===== config.mk =====
export PLATFORM = sky130hd
export DESIGN_NAME = pioblk_top
export DESIGN_NICKNAME = d
export VERILOG_FILES = /design/src/rtl/pioblk_pkg.sv /design/src/rtl/pioblk_input_cell.sv /design/src/rtl/pioblk_top.sv
export SDC_FILE = /design/constraint.sdc
export NUM_CORES = 1
export LEC_CHECK = 0
export ABC_AREA = 0
export BUFFER_PORTS_ARGS = -buffer_cell sky130_fd_sc_hd__clkbuf_2
export CAP_MARGIN = 25
export CORE_UTILIZATION = 44
export DETAILED_ROUTE_END_ITERATION = 12
export HOLD_SLACK_MARGIN = 0.05
export PLACE_DENSITY = 0.76
export SYNTH_ARGS = -nofsm -noshare
export SYNTH_HDL_FRONTEND = slang
export SYNTH_SLANG_ARGS = --single-unit

===== constraint.sdc =====
create_clock -name clk -period 1.7 [get_ports clk]
set_input_delay 0.34 -clock clk [delete_from_list [all_inputs] [get_ports clk]]
set_output_delay 0.34 -clock clk [all_outputs]
set_load 0.005 [all_outputs]

===== src/rtl/pioblk_pkg.sv =====
// Constants and types shared by the programmable I/O port block
package pioblk_pkg;
  // Port widths
  localparam int PIOBLK_WIDE_W = 8;
  localparam int PIOBLK_D_W = 3;
  localparam int PIOBLK_IMC_N = 20;
  localparam int PIOBLK_IMC_C_N = 4;
  // Reset values of configuration registers
  localparam logic [7:0] PIOBLK_CFG_RST = 8'h00;
  localparam logic [2:0] PIOBLK_CFG_D_RST = 3'h0;
  // Peripheral I/O enable position in memory_map_config
  localparam int PIOBLK_VM_PIO_BIT = 7;
  // Output mux source encodings
  typedef enum logic [1:0] {
    PIOBLK_SRC_DOUT = 2'h0,
    PIOBLK_SRC_ADDR = 2'h1,
    PIOBLK_SRC_CELL = 2'h2,
    PIOBLK_SRC_ECS = 2'h3
  } pioblk_src_t;
  // Input cell mode encodings
  typedef enum logic [1:0] {
    PIOBLK_IMC_PASS = 2'h0,
    PIOBLK_IMC_LATCH = 2'h1,
    PIOBLK_IMC_REG = 2'h2
  } pioblk_imc_mode_t;
  // Read-back select encodings
  typedef enum logic [2:0] {
    PIOBLK_RB_DOUT = 3'h0,
    PIOBLK_RB_CELL = 3'h1,
    PIOBLK_RB_DIR = 3'h2,
    PIOBLK_RB_CTRL = 3'h3,
    PIOBLK_RB_PIN = 3'h4,
    PIOBLK_RB_IMC = 3'h5
  } pioblk_rb_t;
  // Port select for read-back and writes
  localparam logic [1:0] PIOBLK_PORT_A = 2'h0;
  localparam logic [1:0] PIOBLK_PORT_B = 2'h1;
  localparam logic [1:0] PIOBLK_PORT_C = 2'h2;
  localparam logic [1:0] PIOBLK_PORT_D = 2'h3;
endpackage


===== src/rtl/pioblk_input_cell.sv =====
// One input cell: pass-through, transparent latch or edge register
`timescale 1ns/1ps
module pioblk_input_cell
  import pioblk_pkg::*;
(
  // Clock and reset
  input wire logic clk,
  input wire logic reset,
  // Configuration
  input wire logic [1:0] mode,
  input wire logic use_strobe,
  // Enables
  input wire logic term_en,
  input wire logic addr_strobe,
  // Data
  input wire logic pin_in,
  output logic cell_out
);
  logic gate;
  logic gate_q;
  logic hold_q;

  // Latch enable or register clock chosen from term or address strobe
  assign gate = use_strobe ? addr_strobe : term_en;

  // Edge history for register mode
  always_ff @(posedge clk) begin
    if (reset) begin
      gate_q <= 1'b0;
    end else begin
      gate_q <= gate;
    end
  end

  // Stored value; latch follows while open, register samples on rising edge
  always_ff @(posedge clk) begin
    if (reset) begin
      hold_q <= 1'b0;
    end else if (mode == PIOBLK_IMC_LATCH && gate) begin
      hold_q <= pin_in;
    end else if (mode == PIOBLK_IMC_REG && gate && !gate_q) begin
      hold_q <= pin_in;
    end
  end

  // Pass-through gives the pin directly; latch is transparent while open
  always_comb begin
    if (mode == PIOBLK_IMC_PASS) begin
      cell_out = pin_in;
    end else if (mode == PIOBLK_IMC_LATCH && gate) begin
      cell_out = pin_in;
    end else begin
      cell_out = hold_q;
    end
  end
endmodule


===== src/rtl/pioblk_top.sv =====
// Programmable I/O ports A-D: output mux, driver enable, input cells, read-back
`timescale 1ns/1ps
module pioblk_top
  import pioblk_pkg::*;
(
  // Clock and reset
  input wire logic clk,
  input wire logic reset,
  // MCU write port for run-time registers
  input wire logic wr_en,
  input wire logic [1:0] wr_port,
  input wire logic [2:0] wr_sel,
  input wire logic [7:0] wr_data,
  // MCU read-back port
  input wire logic rd_en,
  input wire logic [1:0] rd_port,
  input wire logic [2:0] rd_sel,
  output logic [7:0] port_readback_buffer,
  output logic port_readback_oe,
  // MCU bus signals
  input wire logic addr_strobe,
  input wire logic [7:0] mcu_addr,
  input wire logic [7:0] mcu_wdata,
  output logic [7:0] mcu_rdata,
  // Peripheral I/O controls
  input wire logic [7:0] memory_map_config,
  input wire logic periph_select_0,
  input wire logic periph_select_1,
  input wire logic program_fetch_strobe,
  // Fixed configuration: pin as logic output, enable term defined, internal node
  input wire logic [26:0] cfg_cell_out,
  input wire logic [26:0] cfg_oe_defined,
  input wire logic [26:0] cfg_internal_node,
  input wire logic [2:0] cfg_ecs_pin,
  // Fixed input cell configuration
  input wire logic [39:0] cfg_imc_mode,
  input wire logic [4:0] cfg_imc_use_strobe,
  // Logic array terms and outputs
  input wire logic [26:0] oe_term,
  input wire logic [26:0] cell_data,
  input wire logic [2:0] ext_chip_selects,
  input wire logic [4:0] imc_term,
  // Pins
  input wire logic [26:0] pin_in,
  output logic [26:0] pin_out,
  output logic [26:0] pin_oe,
  // Feedback to the logic array
  output logic [19:0] input_cell,
  output logic [26:0] output_cell
);
  // Run-time registers, bit order D,C,B,A from high to low
  logic [7:0] ctrl_a_q;
  logic [7:0] ctrl_b_q;
  logic [26:0] dir_q;
  logic [26:0] dout_q;
  logic [7:0] addr_q;
  logic [26:0] ctrl_all;
  logic [26:0] mux_out;
  logic [26:0] oe_comb;
  logic [26:0] pin_out_d;
  logic [26:0] pin_oe_d;
  logic [19:0] imc_out;
  logic [19:0] imc_pins;
  logic [7:0] rb_d;
  logic periph_mode;
  logic periph_on;
  logic [26:0] ecs_sel;
  logic [26:0] ecs_val;

  // Pin vectors pack the ports from low to high bits:
  // port A on 7:0, port B on 15:8, port C on 23:16 and port D on 26:24.
  // Run-time registers use the same packing, so one index names one pin
  // in every vector; only the control registers are split, as C and D have none.
  // All pin and bus outputs are registered: a direct input such as cell_data shows one
  // clock later (two through the run-time registers), which costs latency but keeps the pins glitch free.

  // Control registers exist for A and B only; C and D read as MCU I/O
  assign ctrl_all = {11'h000, ctrl_b_q, ctrl_a_q};

  // Peripheral mode is bit 7 of memory_map_config; the buffer drives only with both selects active
  assign periph_mode = memory_map_config[PIOBLK_VM_PIO_BIT];
  assign periph_on = periph_mode && periph_select_0 && periph_select_1;

  // Data-out register; fixed pin modes come only from the cfg ports, never from writes
  always_ff @(posedge clk) begin
    if (reset) begin
      dout_q <= {PIOBLK_CFG_D_RST, PIOBLK_CFG_RST, PIOBLK_CFG_RST, PIOBLK_CFG_RST};
    end else if (wr_en && wr_sel == PIOBLK_RB_DOUT) begin
      unique case (wr_port)
        PIOBLK_PORT_A: dout_q[7:0] <= wr_data;
        PIOBLK_PORT_B: dout_q[15:8] <= wr_data;
        PIOBLK_PORT_C: dout_q[23:16] <= wr_data;
        PIOBLK_PORT_D: dout_q[26:24] <= wr_data[2:0];
      endcase
    end
  end

  // Direction register: a 1 makes the pin an output, all bits reset to 0, so pins start as inputs unless set as logic outputs
  always_ff @(posedge clk) begin
    if (reset) begin
      dir_q <= {PIOBLK_CFG_D_RST, PIOBLK_CFG_RST, PIOBLK_CFG_RST, PIOBLK_CFG_RST};
    end else if (wr_en && wr_sel == PIOBLK_RB_DIR) begin
      unique case (wr_port)
        PIOBLK_PORT_A: dir_q[7:0] <= wr_data;
        PIOBLK_PORT_B: dir_q[15:8] <= wr_data;
        PIOBLK_PORT_C: dir_q[23:16] <= wr_data;
        // Port D has three pins; the upper write bits are dropped
        PIOBLK_PORT_D: dir_q[26:24] <= wr_data[2:0];
      endcase
    end
  end

  // Control registers; a write aimed at C or D is dropped as there is no register
  always_ff @(posedge clk) begin
    if (reset) begin
      ctrl_a_q <= PIOBLK_CFG_RST;
      ctrl_b_q <= PIOBLK_CFG_RST;
    end else if (wr_en && wr_sel == PIOBLK_RB_CTRL) begin
      if (wr_port == PIOBLK_PORT_A) begin
        ctrl_a_q <= wr_data;
      end else if (wr_port == PIOBLK_PORT_B) begin
        ctrl_b_q <= wr_data;
      end
    end
  end

  // Address latch follows the bus while the address strobe is high
  always_ff @(posedge clk) begin
    if (reset) begin
      addr_q <= 8'h00;
    end else if (addr_strobe) begin
      addr_q <= mcu_addr;
    end
  end

  // Chip selects reach port D only; pad them to the pin positions
  assign ecs_sel = {cfg_ecs_pin, 24'h000000};
  assign ecs_val = {ext_chip_selects, 24'h000000};

  // Output mux per pin; a cell kept as an internal node leaves its pin to the other sources
  always_comb begin
    for (int i = 0; i < 27; i++) begin
      if (cfg_cell_out[i] && !cfg_internal_node[i]) begin
        mux_out[i] = cell_data[i];
      end else if (ecs_sel[i]) begin
        mux_out[i] = ecs_val[i];
      end else if (ctrl_all[i]) begin
        // Pins 7:0 of ports A and B carry address bits 7:0 by position
        mux_out[i] = addr_q[i % 8];
      end else begin
        mux_out[i] = dout_q[i];
      end
    end
  end

  // Driver enable per pin; an undefined enable term is taken as active on a logic output pin, a defined term is ORed with dir_q, else dir_q decides
  always_comb begin
    for (int i = 0; i < 27; i++) begin
      if (cfg_cell_out[i] && !cfg_internal_node[i] && !cfg_oe_defined[i]) begin
        oe_comb[i] = 1'b1;
      end else if (cfg_oe_defined[i]) begin
        oe_comb[i] = oe_term[i] | dir_q[i];
      end else begin
        oe_comb[i] = dir_q[i];
      end
    end
  end

  // Peripheral mode takes all of port A as the MCU data buffer. The buffer drives
  // only while both selects are high; the fetch strobe also blocks it, so a select
  // equation that forgot the strobe still cannot drive during program fetches.
  // Port A pin modes set by the cfg ports are overridden while the mode is on.
  always_comb begin
    pin_out_d = mux_out;
    pin_oe_d = oe_comb;
    if (periph_mode) begin
      pin_out_d[7:0] = mcu_wdata;
      pin_oe_d[7:0] = {8{periph_on && !program_fetch_strobe}};
    end
  end

  // Registered pin data; one cycle behind the mux, as every output is a flip-flop
  always_ff @(posedge clk) begin
    if (reset) begin
      pin_out <= 27'h0000000;
    end else begin
      pin_out <= pin_out_d;
    end
  end

  // Registered driver enable; reset leaves every pin released
  always_ff @(posedge clk) begin
    if (reset) begin
      pin_oe <= 27'h0000000;
    end else begin
      pin_oe <= pin_oe_d;
    end
  end

  // Cell feedback always reaches the array, even as internal node
  always_ff @(posedge clk) begin
    if (reset) begin
      output_cell <= 27'h0000000;
    end else begin
      output_cell <= cell_data;
    end
  end

  // Twenty input cells on A, B and C2,C3,C4,C7. Cells go in groups of four that
  // share one gate term and one strobe choice, so the groups are nibbles of A
  // and B plus the four port C cells. In register mode a cell samples on the
  // clock after its gate rises, so a gate must stay high for a full cycle.
  assign imc_pins = {pin_in[23], pin_in[20:18], pin_in[15:0]};

  for (genvar g = 0; g < PIOBLK_IMC_N; g++) begin : g_imc
    pioblk_input_cell u_cell (
      .clk(clk),
      .reset(reset),
      .mode(cfg_imc_mode[2 * g +: 2]),
      .use_strobe(cfg_imc_use_strobe[g / 4]),
      .term_en(imc_term[g / 4]),
      .addr_strobe(addr_strobe),
      .pin_in(imc_pins[g]),
      .cell_out(imc_out[g])
    );
  end

  // Input cells feed the array bus
  always_ff @(posedge clk) begin
    if (reset) begin
      input_cell <= 20'h00000;
    end else begin
      input_cell <= imc_out;
    end
  end

  // Read-back picks exactly one source. The buffer cannot short two sources as
  // the select is a single code; codes without a source read as zero. Port D has
  // three pins, so its upper bits read as zero, and only A and B have control.
  always_comb begin
    rb_d = 8'h00;
    unique case (rd_sel)
      PIOBLK_RB_DOUT: begin
        unique case (rd_port)
          PIOBLK_PORT_A: rb_d = dout_q[7:0];
          PIOBLK_PORT_B: rb_d = dout_q[15:8];
          PIOBLK_PORT_C: rb_d = dout_q[23:16];
          PIOBLK_PORT_D: rb_d = {5'h00, dout_q[26:24]};
        endcase
      end
      PIOBLK_RB_CELL: begin
        unique case (rd_port)
          PIOBLK_PORT_A: rb_d = cell_data[7:0];
          PIOBLK_PORT_B: rb_d = cell_data[15:8];
          PIOBLK_PORT_C: rb_d = cell_data[23:16];
          PIOBLK_PORT_D: rb_d = {5'h00, cell_data[26:24]};
        endcase
      end
      PIOBLK_RB_DIR: begin
        unique case (rd_port)
          PIOBLK_PORT_A: rb_d = dir_q[7:0];
          PIOBLK_PORT_B: rb_d = dir_q[15:8];
          PIOBLK_PORT_C: rb_d = dir_q[23:16];
          PIOBLK_PORT_D: rb_d = {5'h00, dir_q[26:24]};
        endcase
      end
      PIOBLK_RB_CTRL: begin
        unique case (rd_port)
          PIOBLK_PORT_A: rb_d = ctrl_a_q;
          PIOBLK_PORT_B: rb_d = ctrl_b_q;
          default: rb_d = 8'h00;
        endcase
      end
      PIOBLK_RB_PIN: begin
        // Data-in path: the pin level itself, whoever drives it
        unique case (rd_port)
          PIOBLK_PORT_A: rb_d = pin_in[7:0];
          PIOBLK_PORT_B: rb_d = pin_in[15:8];
          PIOBLK_PORT_C: rb_d = pin_in[23:16];
          PIOBLK_PORT_D: rb_d = {5'h00, pin_in[26:24]};
        endcase
      end
      PIOBLK_RB_IMC: begin
        // Port C cells land on their pin bit positions
        unique case (rd_port)
          PIOBLK_PORT_A: rb_d = imc_out[7:0];
          PIOBLK_PORT_B: rb_d = imc_out[15:8];
          PIOBLK_PORT_C: rb_d = {imc_out[19], 2'h0, imc_out[18:16], 2'h0};
          default: rb_d = 8'h00;
        endcase
      end
      default: rb_d = 8'h00;
    endcase
  end

  // Registered read-back; the enable marks the one cycle the buffer drives the bus
  always_ff @(posedge clk) begin
    if (reset) begin
      port_readback_buffer <= 8'h00;
      port_readback_oe <= 1'b0;
    end else begin
      port_readback_buffer <= rb_d;
      port_readback_oe <= rd_en;
    end
  end

  // Port A pins back to the MCU data bus, the inbound half of peripheral mode
  always_ff @(posedge clk) begin
    if (reset) begin
      mcu_rdata <= 8'h00;
    end else begin
      mcu_rdata <= pin_in[7:0];
    end
  end
endmodule


==> reports/qor.csv <==
metric,value,unit
Synth top cells by count,"dfxtp_1 (221), nor2_1 (204), mux2i_1 (169), nor2b_1 (77), a21oi_1 (43)",
Routed Wire Length,33.3,mm
crit path capture,port_readback_buffer[5]$_SDFF_PP0_,
Post-synth EDFFs,0,
register area,4420,um^2
Rel. slew slack,49.2,%
status,"complete, no violations",
total clock sinks,221,
Worst R2R Start,dout_q[21]$_SDFFE_PP0P_,
die width,152,um
Port Buf Inserts,378,
final hold violations,0,
initial antenna violation count,2,
Reg2Reg Depth,4,
Max Clock Freq,0.634,GHz
initial DRC count,458,
Routability Congestion,0.903,
Leakage,0.00661,uW
Final Net Count,1755,
RSZ-0062 raised after global routing,no,
fraction of the yosys area taken by sequential cells,44.9,%
pwr dens,958,nW/um^2
mux contribution to synthesized area,20.8,%
Synth cell types,55,
fin crit share,92.8,%
peak supply drop,0.631,mV
"critical path fanouts, max",3,
area of the multi-input gates,5110,um^2
max cap viols,0,
#FFs+latches synth,221,
largest net degree at the start of global routing,168,
pre-CTS WS,-539,ps
fillers,1859,
Final ANT Viol Nets,0,
final worst-path setup slack,122,ps
TritonCTS Buffers,26,
Post-Synth XOR/XNOR Area,0,%
final setup violation count,0,
GR Overflow Total,0,
total track usage,27.9,%
CP Class,reg -> reg,
CP startpoint,dout_q[21]$_SDFFE_PP0P_,
DRC viols,0,
Initial Util,45.1,%
WP data required,2100,ps
Post-Synth Simple-Gate Area,18.5,%
later-pin clock latency in the skew report,520,ps
"count leader, synth",dfxtp_1,
R2R Path End,port_readback_buffer[5]$_SDFF_PP0_,
HPWL after detailed placement,25.9,mm
Mean Syn Cell Area,9.46,um^2
"Area growth, synth to finish",37.3,%
# IOs,386,
post-CTS setup buffer count,0,
Max Root-Sink Buffers,3,
largest family of logic cells by synthesized area,multiplexers,
Pre-antenna DRT Iters,5,
routed vias/inst,5.31,
Post-Syn Area,9860,um^2
root buffer cell,clkbuf_16,
WHS,60.1,ps
"Top FF cell, synth",dfxtp_1,
skew final,7.63,ps
element type at the critical path start,flop,
compound-cell area share of the yosys netlist,12.4,%
clk slew on worst S/H paths,60,ps
cell count after synthesis,1043,
Total Neg Setup Slack,0,ps
synth top area cells,"dfxtp_1 (45%), mux2i_1 (17%), nor2_1 (7.8%)",
final count of pins violating max slew,0,
CP Capture Type,flop,
Hold Crit Class,in -> reg,
minimum clock period,1580,ps
first-pass GRT wire length,49.0,mm
Die Height,152,um
layout cells sized above 1,35.8,%
floorplan core area,21900,um^2
CTS tree,done,
Worst Tran Pin Value,762,ps
vias in the first global route,9017,
num rows,54,
synth warn,0,
end-of-flow core utilization,61.9,%
flop2flop setup slack,120,ps
DR vias,9504,
ys async rst share,0,%
CP arrival,1970,ps
"area leader, netlist",dfxtp_1,
Syn Nets,1311,
post-synth top area share,44.9,%
Synth Area in Adders,0,%
mean routed wirelength per cell,18.6,um
Die Area,23000,um^2
CTS H-tree lvls,1,
## critical path, cell delays in order (launching register included)
cell	delay [ps]
dfxtp_1	360
mux2_2	290
a221oi_1	290
a2111oi_2	130
o41a_1	390
## final cells by class
type / count / area share, %
Timing Repair Buffer: 476 / 20.0
Clock buffer: 38 / 5.81
Multi-Input combinational cell: 755 / 37.7
Tap cell: 280 / 2.59
Clock inverter: 10 / 0.961
Inverter: 7 / 0.194
Sequential cell: 221 / 32.7
Antenna cell: 3 / 0.0554
## worst min-delay path by stage
stage / from / endpoint / slack (ps) / depth (start not counted)
after floorplan: dir_q[24]$_SDFFE_PP0P_ / pin_oe[24]$_SDFF_PP0_ / 460 / 2
after global placement: g_imc[16].u_cell.hold_q$_SDFFE_PP0P_ / g_imc[16].u_cell.hold_q$_SDFFE_PP0P_ / 470 / 2
after detailed placement: g_imc[15].u_cell.hold_q$_SDFFE_PP0P_ / g_imc[15].u_cell.hold_q$_SDFFE_PP0P_ / 480 / 2
after CTS: oe_term[16] / pin_oe[16]$_SDFF_PP0_ / 50 / 3
after global routing: oe_term[16] / pin_oe[16]$_SDFF_PP0_ / 60 / 3
final: oe_term[10] / pin_oe[10]$_SDFF_PP0_ / 60 / 3
## kinds of logic after synthesis
group	after synthesis
flops	221
buf+inv	67
compound gates	182
mux	196
simple gates	377
## sequential cells by signal, summed over array words and instances, names as in the netlist
register and count:
addr_q 8, pin_out 27, dir_q 27, mcu_rdata 8, g_imc.u_cell.gate_q 5, g_imc.u_cell.hold_q 20, ctrl_b_q 8, input_cell 20
dout_q 27, ctrl_a_q 8, pin_oe 27, port_readback_oe 1, port_readback_buffer 8, output_cell 27
## cells in the final DEF (no fill, tap or decap), drive strengths merged, types with 4 or more instances in the layout
cell,synthesis,routed
clkbuf,40,415
dfxtp,221,221
nor2,205,205
mux2i,173,173
buf,20,84
nor2b,77,77
a21oi,43,43
a211oi,40,40
o21ai,36,36
nand2,29,29
nor3b,24,24
nand2b,21,21
mux2,19,19
dlygate4sd3,0,15
o2bb2ai,8,8
o21bai,8,8
a31oi,7,7
inv,6,6
nand3,6,6
clkinv,1,6
a221oi,5,5
o22ai,4,4
a22oi,4,4
a221o,4,4
a211o,4,4
o22a,4,4
mux4,4,4
## routing by layer
layer  GRT usage (%)  up-vias  share of wire (%)
met5               0        -                  0
met4            7.43        0                2.1
met2            49.0      425                 49
li1                -     4558                  -
met3            4.52       54                7.8
met1            35.1     4467                 41
## report_power, final
part | internal (uW) | leakage, uW | switching (uW)
Clock | 3650 | 0.000450 | 2200
Sequential | 5380 | 0.00181 | 85.9
Combinational | 809 | 0.00435 | 845
## repair_timing
action,in CTS,in global routing
gates cloned,0,0
hold endpoints to repair,15,0
gates resized for setup,1,1
setup endpoints to repair,1,1
hold buffers,15,0
## per-stage QoR
stage | cells | instance area [um^2] | total power [uW]
floorplan | 1043 | 9860 | 6330
global placement | 1724 | 12500 | 7160
detailed placement | 1724 | 12500 | 7190
CTS | 1787 | 13500 | 13100
global route | 1789 | 13500 | 13500
finish | 1790 | 13500 | 13000
No activity file was read; power rests on OpenSTA's default activity.
